<file path="config.mk">
export PLATFORM = sky130hd
export DESIGN_NAME = bts_block_xfer
export DESIGN_NICKNAME = d
export VERILOG_FILES = /design/src/hdl/bts_pkg.sv /design/src/hdl/bts_block_xfer.sv /design/src/hdl/bts_regbank.sv
export SDC_FILE = /design/constraint.sdc
export NUM_CORES = 2
export LEC_CHECK = 0
export BUFFER_PORTS_ARGS = -buffer_cell sky130_fd_sc_hd__buf_2
export CAP_MARGIN = 20
export CORE_AREA = 2 2 447 449
export DETAILED_ROUTE_END_ITERATION = 7
export DIE_AREA = 0 0 449 451
export GPL_ROUTABILITY_DRIVEN = 0
export SETUP_SLACK_MARGIN = 0.2
export SYNTH_ARGS = -nofsm -noshare
export SYNTH_HDL_FRONTEND = slang
export SYNTH_SLANG_ARGS = --single-unit
</file>
<file path="constraint.sdc">
create_clock -name pclk -period 17.9 [get_ports pclk]
set_input_delay 0.895 -clock pclk [delete_from_list [all_inputs] [get_ports pclk]]
set_output_delay 0.895 -clock pclk [all_outputs]
set_load 0.005 [all_outputs]
</file>
<file path="src/hdl/bts_pkg.sv">
// constants, decode masks and helpers of the block transfer / swap unit
// assumes a 32-bit instruction word and a 16-entry visible register set
// Functional notes
// RQ1 - ldm with pc and s: saved to current status
// RQ2 - stm with pc and s: user bank read
// RQ3 - s without pc: user bank both directions
// RQ4 - software: no write-back with user bank
// RQ5 - software: no banked read right after
// RQ6 - software: pc never the base register
// RQ7 - base written back end of second cycle
// RQ8 - loaded base beats written-back base
// RQ9 - fault allowed on any word, recoverable
// RQ10 - store fault: finish, trap, only base
// RQ11 - load fault suppresses that and later loads
// RQ12 - load fault restores base, write-back value
// RQ13 - load fault trap after sequence completes
// RQ14 - ldm cycles n+2, pc adds two
// RQ15 - stm cycles n+1
// RQ16 - l, p, u bits pick eight modes
// RQ17 - exchange read/write inseparable, interrupts held
// RQ18 - read base address, write source, load dest
// RQ19 - lock high across exchange read and write
// RQ20 - byte bit selects byte or word exchange
// RQ21 - software: pc not an exchange operand
// RQ22 - fault on exchange read or write traps
// RQ23 - list bit i is register i, ascending
// RQ24 - stored pc equals instruction address plus 12
// RQ25 - address steps four per word from start
package bts_pkg;
  localparam logic [11:0] A_INSTR = 12'h000;
  localparam logic [11:0] A_IADDR = 12'h004;
  localparam logic [11:0] A_STAT = 12'h008;
  localparam logic [11:0] A_CUR = 12'h00C;
  localparam logic [11:0] A_SAVED = 12'h010;
  localparam logic [5:0] A_REGS_HI = 6'h01;
  localparam int BIT_L = 20;
  localparam int BIT_W = 21;
  localparam int BIT_S = 22;
  localparam int BIT_U = 23;
  localparam int BIT_P = 24;
  localparam int BASE_LO = 16;
  localparam int DEST_LO = 12;
  localparam int ST_BUSY = 0;
  localparam int ST_TRAP = 1;
  localparam int ST_BAD = 2;
  localparam int ST_CYC = 8;
  localparam logic [31:0] BLK_MASK = 32'h0E00_0000;
  localparam logic [31:0] BLK_VAL = 32'h0800_0000;
  localparam logic [31:0] SWP_MASK = 32'h0FB0_0FF0;
  localparam logic [31:0] SWP_VAL = 32'h0100_0090;
  localparam logic [31:0] WORD_STEP = 32'h0000_0004;
  localparam logic [31:0] PC_STORE_OFS = 32'h0000_000C;
  localparam logic [4:0] MODE_USER = 5'h10;
  localparam logic [3:0] PC_IDX = 4'hF;
  localparam logic [3:0] BANK_LO = 4'h8;
  localparam logic [4:0] BANK_OFS = 5'h08;
  localparam int NPHYS = 23;
  localparam logic [7:0] LDM_OVH = 8'h02;
  localparam logic [7:0] FILL_OVH = 8'h02;
  localparam logic [7:0] STM_OVH = 8'h01;
  localparam logic [7:0] SWP_CYC = 8'h04;

  function automatic logic [4:0] popcnt16(input logic [15:0] v);
    logic [4:0] c;
    c = 5'h00;
    for (int i = 0; i < 16; i++) begin
      c = c + 5'(v[i]);
    end
    return c;
  endfunction

  function automatic logic [3:0] low_idx(input logic [15:0] v);
    logic [3:0] r;
    r = 4'h0;
    for (int i = 15; i >= 0; i--) begin
      if (v[i]) begin
        r = 4'(i);
      end
    end
    return r;
  endfunction
endpackage

</file>
<file path="src/hdl/bts_block_xfer.sv">
// load/store multiple and atomic exchange engine with apb control
// assumes memory answers rdata and abort in the cycle of the address
//
// Local design decisions: the register addresses and the APB register port.
`timescale 1ns/1ps
module bts_block_xfer (
  input wire logic pclk,
  input wire logic presetn,
  input wire logic psel,
  input wire logic penable,
  input wire logic pwrite,
  input wire logic [11:0] paddr,
  input wire logic [31:0] pwdata,
  output logic [31:0] prdata,
  output logic pready,
  output logic pslverr,
  output logic mem_trans,
  output logic [31:0] mem_addr,
  output logic mem_write,
  output logic mem_byte,
  output logic mem_seq,
  output logic mem_lock,
  output logic [31:0] mem_wdata,
  input wire logic [31:0] mem_rdata,
  input wire logic mem_abort,
  output logic irq_hold,
  output logic abort_trap,
  output logic xfer_busy
);
  import bts_pkg::*;

  typedef enum logic [3:0] {
    ST_IDLE, ST_SETUP, ST_XFER, ST_INT, ST_FILL1, ST_FILL2,
    ST_SWRD, ST_SWWR, ST_SWINT
  } bts_state_e;

  bts_state_e state_r, state_nxt;
  logic [31:0] ins_r, iaddr_r, cur_sw_r, saved_sw_r;
  logic [31:0] base_val_r, wb_val_r, addr_r, sdat_r, prdata_r;
  logic [15:0] list_r;
  logic [4:0] n_r;
  logic [7:0] cyc_r, last_cyc_r;
  logic abort_r, swap_r, first_r, trap_r, bad_r;
  logic [31:0] r1_data, r2_data;

  // ****************************************************************
  // apb decode
  // ****************************************************************
  wire setup_ph = psel & ~penable;
  wire acc_ph = psel & penable;
  wire sel_instr = paddr == A_INSTR;
  wire sel_iaddr = paddr == A_IADDR;
  wire sel_stat = paddr == A_STAT;
  wire sel_cur = paddr == A_CUR;
  wire sel_saved = paddr == A_SAVED;
  wire sel_regs = paddr[11:6] == A_REGS_HI;
  wire mapped = sel_instr | sel_iaddr | sel_stat | sel_cur | sel_saved |
                sel_regs;
  wire busy = state_r != ST_IDLE;
  // everything but status is frozen while an instruction runs
  wire refuse = ~mapped | (pwrite & busy & ~sel_stat);
  wire wr_ok = acc_ph & pwrite & ~refuse;
  wire start = wr_ok & sel_instr;

  wire [15:0] new_list = pwdata[15:0];
  wire new_blk = ((pwdata & BLK_MASK) == BLK_VAL) & (|new_list);
  wire new_swp = ((pwdata & SWP_MASK) == SWP_VAL) & ~new_blk;
  wire start_go = start & (new_blk | new_swp);
  wire [4:0] new_n = popcnt16(new_list);
  wire [31:0] new_ofs = {25'h0, new_n, 2'b00};
  wire new_up = pwdata[BIT_U];
  wire new_pre = pwdata[BIT_P];
  wire [31:0] new_wb = new_up ? r2_data + new_ofs : r2_data - new_ofs;
  wire [31:0] up_start = new_pre ? r2_data + WORD_STEP : r2_data;
  wire [31:0] dn_start = new_pre ? r2_data - new_ofs :
                         r2_data - new_ofs + WORD_STEP;
  wire [31:0] new_start = new_swp ? r2_data :
                          (new_up ? up_start : dn_start); // RQ16 RQ25

  wire [31:0] stat_word = (32'(last_cyc_r) << ST_CYC) |
                          (32'(bad_r) << ST_BAD) |
                          (32'(trap_r) << ST_TRAP) |
                          (32'(busy) << ST_BUSY);
  wire [31:0] rd_mux = sel_instr ? ins_r :
                       sel_iaddr ? iaddr_r :
                       sel_stat ? stat_word :
                       sel_cur ? cur_sw_r :
                       sel_saved ? saved_sw_r :
                       sel_regs ? r2_data : 32'h0000_0000;
  wire [3:0] r2_idx = start ? pwdata[BASE_LO +: 4] : paddr[5:2];

  assign pready = 1'b1;
  assign pslverr = acc_ph & refuse;
  assign prdata = prdata_r;

  // ****************************************************************
  // instruction fields and datapath
  // ****************************************************************
  wire is_ld = ins_r[BIT_L];
  wire is_wb = ins_r[BIT_W];
  wire s_bit = ins_r[BIT_S];
  wire pc_in = ins_r[PC_IDX];
  wire [3:0] base_idx = ins_r[BASE_LO +: 4];
  wire [3:0] dest_idx = ins_r[DEST_LO +: 4];
  wire [3:0] src_idx = ins_r[3:0];
  wire [3:0] cur_idx = low_idx(list_r); // RQ23
  wire last_word = (list_r & (list_r - 16'h0001)) == 16'h0000;
  wire pc_loaded = is_ld & pc_in & ~swap_r;
  // s with pc on a load means status restore, not user bank
  wire user_xfer = s_bit & ~swap_r & ~(is_ld & pc_in); // RQ2 RQ3
  wire priv = cur_sw_r[4:0] != MODE_USER;

  wire in_xfer = state_r == ST_XFER;
  wire ab_now = mem_trans & mem_abort; // RQ9
  wire ab_any = abort_r | ab_now;
  wire load_en = in_xfer & is_ld & ~ab_any; // RQ11
  wire restore = (state_r == ST_INT) & ab_any; // RQ12
  wire sw_load = (state_r == ST_SWINT) & ~abort_r; // RQ18
  wire apb_reg = wr_ok & sel_regs;
  wire sw_restore = load_en & s_bit & (cur_idx == PC_IDX);

  wire [31:0] rd_shift = mem_rdata >> {addr_r[1:0], 3'b000};
  wire [31:0] pc_store = iaddr_r + PC_STORE_OFS; // RQ24
  wire [31:0] st_word = (~swap_r & (cur_idx == PC_IDX)) ? pc_store :
                        r1_data;

  wire a_we = load_en | restore | sw_load | apb_reg;
  wire [3:0] a_idx = load_en ? cur_idx :
                     restore ? base_idx :
                     sw_load ? dest_idx : paddr[5:2];
  wire [31:0] a_data = load_en ? mem_rdata :
                       restore ? (is_wb ? wb_val_r : base_val_r) :
                       sw_load ? sdat_r : pwdata;
  wire b_we = in_xfer & first_r & is_wb; // RQ7

  assign mem_trans = in_xfer | mem_lock;
  assign mem_addr = addr_r;
  assign mem_lock = (state_r == ST_SWRD) | (state_r == ST_SWWR); // RQ19
  assign mem_write = (in_xfer & ~is_ld) | (state_r == ST_SWWR); // RQ18
  assign mem_byte = mem_lock & s_bit; // RQ20
  assign mem_seq = in_xfer & ~first_r;
  assign mem_wdata = mem_byte ? {4{r1_data[7:0]}} : st_word;
  assign irq_hold = busy & swap_r; // RQ17
  assign abort_trap = trap_r;
  assign xfer_busy = busy;

  bts_regbank u_bank (
    .pclk(pclk),
    .presetn(presetn),
    .priv(priv),
    .a_we(a_we),
    .a_idx(a_idx),
    .a_usr(load_en & user_xfer),
    .a_data(a_data),
    .b_we(b_we),
    .b_idx(base_idx),
    .b_data(wb_val_r),
    .r1_idx(swap_r ? src_idx : cur_idx),
    .r1_usr(user_xfer),
    .r1_data(r1_data),
    .r2_idx(r2_idx),
    .r2_data(r2_data)
  );

  // ****************************************************************
  // sequencer
  // ****************************************************************
  always_comb begin
    state_nxt = state_r;
    case (state_r)
      ST_IDLE: begin
        if (start_go) begin
          state_nxt = ST_SETUP;
        end
      end
      ST_SETUP: state_nxt = swap_r ? ST_SWRD : ST_XFER;
      ST_XFER: begin
        if (last_word) begin
          state_nxt = is_ld ? ST_INT : ST_IDLE; // RQ14 RQ15
        end
      end
      ST_INT: begin
        // an aborted load never wrote the pc, so no refill
        state_nxt = (pc_loaded & ~abort_r) ? ST_FILL1 : ST_IDLE;
      end
      ST_FILL1: state_nxt = ST_FILL2;
      ST_SWRD: state_nxt = ST_SWWR;
      ST_SWWR: state_nxt = ST_SWINT;
      default: state_nxt = ST_IDLE;
    endcase
  end

  wire fin = busy & (state_nxt == ST_IDLE);
  wire trap_clr = wr_ok & sel_stat & pwdata[ST_TRAP];

  always_ff @(posedge pclk or negedge presetn) begin
    if (!presetn) begin
      state_r <= ST_IDLE;
      cyc_r <= 8'h00;
      last_cyc_r <= 8'h00;
    end else begin
      state_r <= state_nxt;
      cyc_r <= busy ? cyc_r + 8'h01 : 8'h00;
      if (fin) begin
        last_cyc_r <= cyc_r + 8'h01;
      end
    end
  end

  always_ff @(posedge pclk or negedge presetn) begin
    if (!presetn) begin
      ins_r <= 32'h0000_0000;
      n_r <= 5'h00;
      swap_r <= 1'b0;
      base_val_r <= 32'h0000_0000;
      wb_val_r <= 32'h0000_0000;
    end else if (start) begin
      ins_r <= pwdata;
      n_r <= new_n;
      swap_r <= new_swp;
      base_val_r <= r2_data;
      wb_val_r <= new_wb;
    end
  end

  always_ff @(posedge pclk or negedge presetn) begin
    if (!presetn) begin
      addr_r <= 32'h0000_0000;
      list_r <= 16'h0000;
      first_r <= 1'b0;
    end else if (start) begin
      addr_r <= new_start;
      list_r <= new_list;
      first_r <= 1'b1;
    end else if (in_xfer) begin
      addr_r <= addr_r + WORD_STEP; // RQ25
      list_r <= list_r & (list_r - 16'h0001);
      first_r <= 1'b0;
    end
  end

  always_ff @(posedge pclk or negedge presetn) begin
    if (!presetn) begin
      sdat_r <= 32'h0000_0000;
      abort_r <= 1'b0;
    end else begin
      if (state_r == ST_SWRD) begin
        sdat_r <= mem_byte ? {24'h0, rd_shift[7:0]} : mem_rdata;
      end
      // store faults only get recorded; memory side blocks the write
      abort_r <= start ? 1'b0 : ab_any; // RQ10 RQ22
    end
  end

  // set beats a simultaneous software clear
  always_ff @(posedge pclk or negedge presetn) begin
    if (!presetn) begin
      trap_r <= 1'b0;
      bad_r <= 1'b0;
    end else begin
      trap_r <= (fin & ab_any) | (trap_r & ~trap_clr); // RQ13 RQ10
      bad_r <= (start & ~start_go) |
               (bad_r & ~(wr_ok & sel_stat & pwdata[ST_BAD]));
    end
  end

  always_ff @(posedge pclk or negedge presetn) begin
    if (!presetn) begin
      cur_sw_r <= 32'h0000_0000;
      saved_sw_r <= 32'h0000_0000;
      iaddr_r <= 32'h0000_0000;
      prdata_r <= 32'h0000_0000;
    end else begin
      if (sw_restore) begin
        cur_sw_r <= saved_sw_r; // RQ1
      end else if (wr_ok & sel_cur) begin
        cur_sw_r <= pwdata;
      end
      if (wr_ok & sel_saved) begin
        saved_sw_r <= pwdata;
      end
      if (wr_ok & sel_iaddr) begin
        iaddr_r <= pwdata;
      end
      if (setup_ph) begin
        prdata_r <= rd_mux;
      end
    end
  end
endmodule

</file>
<file path="src/hdl/bts_regbank.sv">
// banked register file: r0-r15 plus privileged copies of r8-r14
// assumes one shared privileged bank; two write and two read ports
`timescale 1ns/1ps
module bts_regbank (
  input wire logic pclk,
  input wire logic presetn,
  input wire logic priv,
  input wire logic a_we,
  input wire logic [3:0] a_idx,
  input wire logic a_usr,
  input wire logic [31:0] a_data,
  input wire logic b_we,
  input wire logic [3:0] b_idx,
  input wire logic [31:0] b_data,
  input wire logic [3:0] r1_idx,
  input wire logic r1_usr,
  output logic [31:0] r1_data,
  input wire logic [3:0] r2_idx,
  output logic [31:0] r2_data
);
  import bts_pkg::*;

  logic [31:0] mem_r [NPHYS];

  function automatic logic [4:0] phys(input logic [3:0] idx,
                                      input logic usr);
    logic [4:0] p;
    p = {1'b0, idx};
    if (priv && !usr && idx >= BANK_LO && idx != PC_IDX) begin
      p = {1'b0, idx} + BANK_OFS;
    end
    return p;
  endfunction

  wire [4:0] pa = phys(a_idx, a_usr);
  wire [4:0] pb = phys(b_idx, 1'b0);

  assign r1_data = mem_r[phys(r1_idx, r1_usr)];
  assign r2_data = mem_r[phys(r2_idx, 1'b0)];

  // port a is written last so a load to the base beats write-back
  always_ff @(posedge pclk or negedge presetn) begin
    if (!presetn) begin
      for (int i = 0; i < NPHYS; i++) begin
        mem_r[i] <= 32'h0000_0000;
      end
    end else begin
      if (b_we) begin
        mem_r[pb] <= b_data;
      end
      if (a_we) begin
        mem_r[pa] <= a_data; // RQ8
      end
    end
  end
endmodule

</file>
==> impl_metrics.toml <==
[setup_path]
cp.arrival_ns = 10.84
crit_path_start_kind = "register"
cp_max_fo = 85
critical_path_class = "register to register"
cp.required_ns = 18.56
rr_worst_depth = 29
crit_path_end_kind = "register"
worst_path_max_delay_cell = "nor2_1"
cp_slowest_stage_delay_ns = 0.97

[timing]
worst_slack_ns = 7.73
fin_skew_ns = 0.0377
max_slew.worst_pin.slew_ns = 1.33
finalHoldViolCount = 0
finalSetupTns_ns = 0
setup_violations = 0
fin_crit_ns = 10.17
rsz0062_at_grt = "no"
timing.slew.headroom = 0.108
fmax_mhz = 98.3
slew_violations = 0
fin_crit_sh = 0.568

[die]
boundaryPins = 188
core_area_sq_um = 198000
die_w_um = 449
die-area_sq_um = 202000
rows = 164
initial_core_util = 0.347
dieHeight_um = 451

[route]
drt-initial-drc-count = 10100
vias = 68000
routed_wl_mm = 320
wire_per_inst_um = 29.1
drtAntennaViolNets = 0
drc = 11
avgViaCountPerCell = 6.18
drt_first_pass_iters = 8

[synthesis]
synth_fp_nets = 8683
netlist_instances = 8563
synth_top_family_by_area = "simple AND/OR/NAND/NOR gates"
synthMostInstantiatedCell = "nand2_1"
syn_area_sq_um = 68700
synthArstFlopShare = 1.00
synth_fa_ha_area_frac = 0.00837
yosys.area_share.simple = 0.216
synth_enable_flop_cells = 0
yosysWarnings = 0
synth_cell_types = 99
synth.top_cells.by_area = "dfrtp_1 39%, mux2i_1 14%, nand2_1 11%, o21ai_0 4.8%, a21oi_1 4.3%"
synth_ff_type = "dfrtp_1"
synth-compound-area-share = 0.161
yosys.area.top_type = "dfrtp_1"
synth_top_area_share = 0.387
synthTopCellsByCount = "2,039 x nand2_1, 1,063 x dfrtp_1, 928 x mux2i_1"
seq_area_frac_synth = 0.387
ys_seq_elements = 1063
muxShareOfSynthArea = 0.157
synth_xor_area_frac = 0.0177
syn_area_per_cell_sq_um = 8.03

[run]
max_cap_viol_count = 0

[clock_network]
cts_setup_buffers = 0
clock_path_buffers = 3
cts_max_level = 3
clock_latency_ns = 0.80
postCtsHoldBufs = 0
cts_root_buf = "clkbuf_16"
cts_tree = "built"
cts_resized = 0
cts_buffers = 119
clk_pin_slew_ns = 0.07
cts.sinks = 1063

[layout]
area.growth.synth_to_final_pct = 10.5
final_cell_area_sq_um = 76000
nets = 8361
num-fill-cells = 20200
drive_gt1_frac = 0.101

[global_route]
grt_pass1_wl_mm = 459
overflow = 0
grt_antenna_before_repair = 22
grt_max_degree = 162
grt_use_total = 0.306
grt_pass1_vias = 63700

[place]
hpwl_mm = 192
place_area_sq_um = 71800
io_buffers = 186
dp_slack_ns = 7.40

[run_status]
failed_checks = "DRC"
outcome = "finished, violations left"

[power]
p_total_mw = 5.92
p_leak_nw = 33.0
irDropWorstVdd_mv = 0.0943
power-per-cell-area_nw_per_um2 = 77.9

[min_path]
hold_path_class = "primary input to asynchronous set/reset pin"
[cell families (layout without fill, tap and decap cells)]
logic type / after synthesis / in the layout
XOR/XNOR: 139 / 139
flip-flops: 1063 / 1063
other: 1 / 8
AO/OA/AOI/OAI: 1867 / 1867
buffers and inverters: 894 / 671
adder cells (fa/ha/maj): 39 / 39
AND/OR/NAND/NOR: 3511 / 3511
multiplexers: 1049 / 1049
[power by group]
part	leakage [nW]	switching [mW]	internal [mW]	total, mW
combinational	20.1	0.596	0.267	0.864
sequential	10.9	0.00613	2.41	2.42
clock	2.01	1.13	1.51	2.64
total	33.0	1.73	4.19	5.92
[through the flow]
stage	cells	hold WS, ns	util
finish	11000	0.189	0.383
global route	11000	0.255	0.383
CTS	11000	0.207	0.383
detailed placement	10800	0.456	0.362
global placement	10800	0.450	0.361
floorplan	8563	0.439	-
[final timing paths]
| path | startpoint | endpoint | slack [ns] |
|---|---|---|---|
| min in group pclk | pwdata[31] | ins_r[31]$_DFFE_PN0P_ | 0.42 |
| max in group asynchronous | presetn | prdata[21]$_DFFE_PN0P_ | 14.59 |
| worst min register to register | cur_sw_r[21]$_DFFE_PN0P_ | cur_sw_r[21]$_DFFE_PN0P_ | 0.46 |
| worst max-delay path | state_r[1]$_DFF_PN0_ | mem_addr[31]$_DFFE_PN0P_ | 7.73 |
| worst min-delay path | presetn | u_bank.mem_r[384]$_DFF_PN0_ | 0.19 |
| worst max register to register | state_r[1]$_DFF_PN0_ | mem_addr[31]$_DFFE_PN0P_ | 7.73 |
[flip-flops by register name, summed over array words and instances, names as in the netlist, 30 cells and up]
name          cells
mem_addr         32
ins_r            32
prdata           32
cur_sw_r         32
u_bank.mem_r    736
iaddr_r          32
sdat_r           32
base_val_r       32
saved_sw_r       32
wb_val_r         30
[cells in the final DEF (no fill, tap or decap), types with 25 or more instances in the layout]
cell type | Yosys | layout
a211oi_1 | 54 | 53
a21oi_1 | 589 | 587
a222oi_1 | 32 | 32
a22oi_1 | 38 | 38
a311oi_1 | 117 | 117
a31oi_1 | 104 | 104
and3_1 | 93 | 88
buf_2 | 61 | 185
buf_4 | 18 | 178
clkbuf_1 | 625 | 28
clkbuf_16 | 0 | 120
clkbuf_8 | 0 | 32
dfrtp_1 | 1063 | 1062
ha_1 | 26 | 25
inv_1 | 62 | 62
mux2_2 | 109 | 109
mux2i_1 | 928 | 927
nand2_1 | 2039 | 2024
nand2b_1 | 49 | 42
nand3_1 | 466 | 464
nand4_1 | 44 | 44
nor2_1 | 641 | 620
nor3_1 | 39 | 33
o211ai_1 | 48 | 48
o21ai_0 | 663 | 662
o21ai_1 | 43 | 27
o22ai_1 | 42 | 42
xnor2_1 | 72 | 72
xor2_1 | 67 | 67
[final cells by class]
class	count	area [sq um]	area share
flip-flops and latches	1063	26600	0.350
diodes	7	17.5	0.000230
inverters	62	233	0.00306
clock buffers	180	3550	0.0467
multi-input cells	6606	39000	0.514
well taps	2656	3320	0.0437
repair buffers	389	2720	0.0358
clock inverters	40	529	0.00696
[routing by layer]
metal	GRT usage	up-vias	wire length, um
met2	0.438	5059	132000
li1	-	29100	-
met1	0.380	32500	117000
met4	0.246	20	29800
met5	0.00189	-	179
met3	0.0909	1275	41100
[critical path, delay by kind of cell (launching register included)]
kind / cells / cell delay, ns
mux: 1 / 0.73
flops: 1 / 0.49
simple gates: 10 / 3.83
compound gates: 11 / 2.68
buf+inv: 3 / 0.60
fa+ha+maj: 2 / 1.25
xor+xnor: 2 / 0.40
Note: power is estimated with default switching activity, not from simulation.
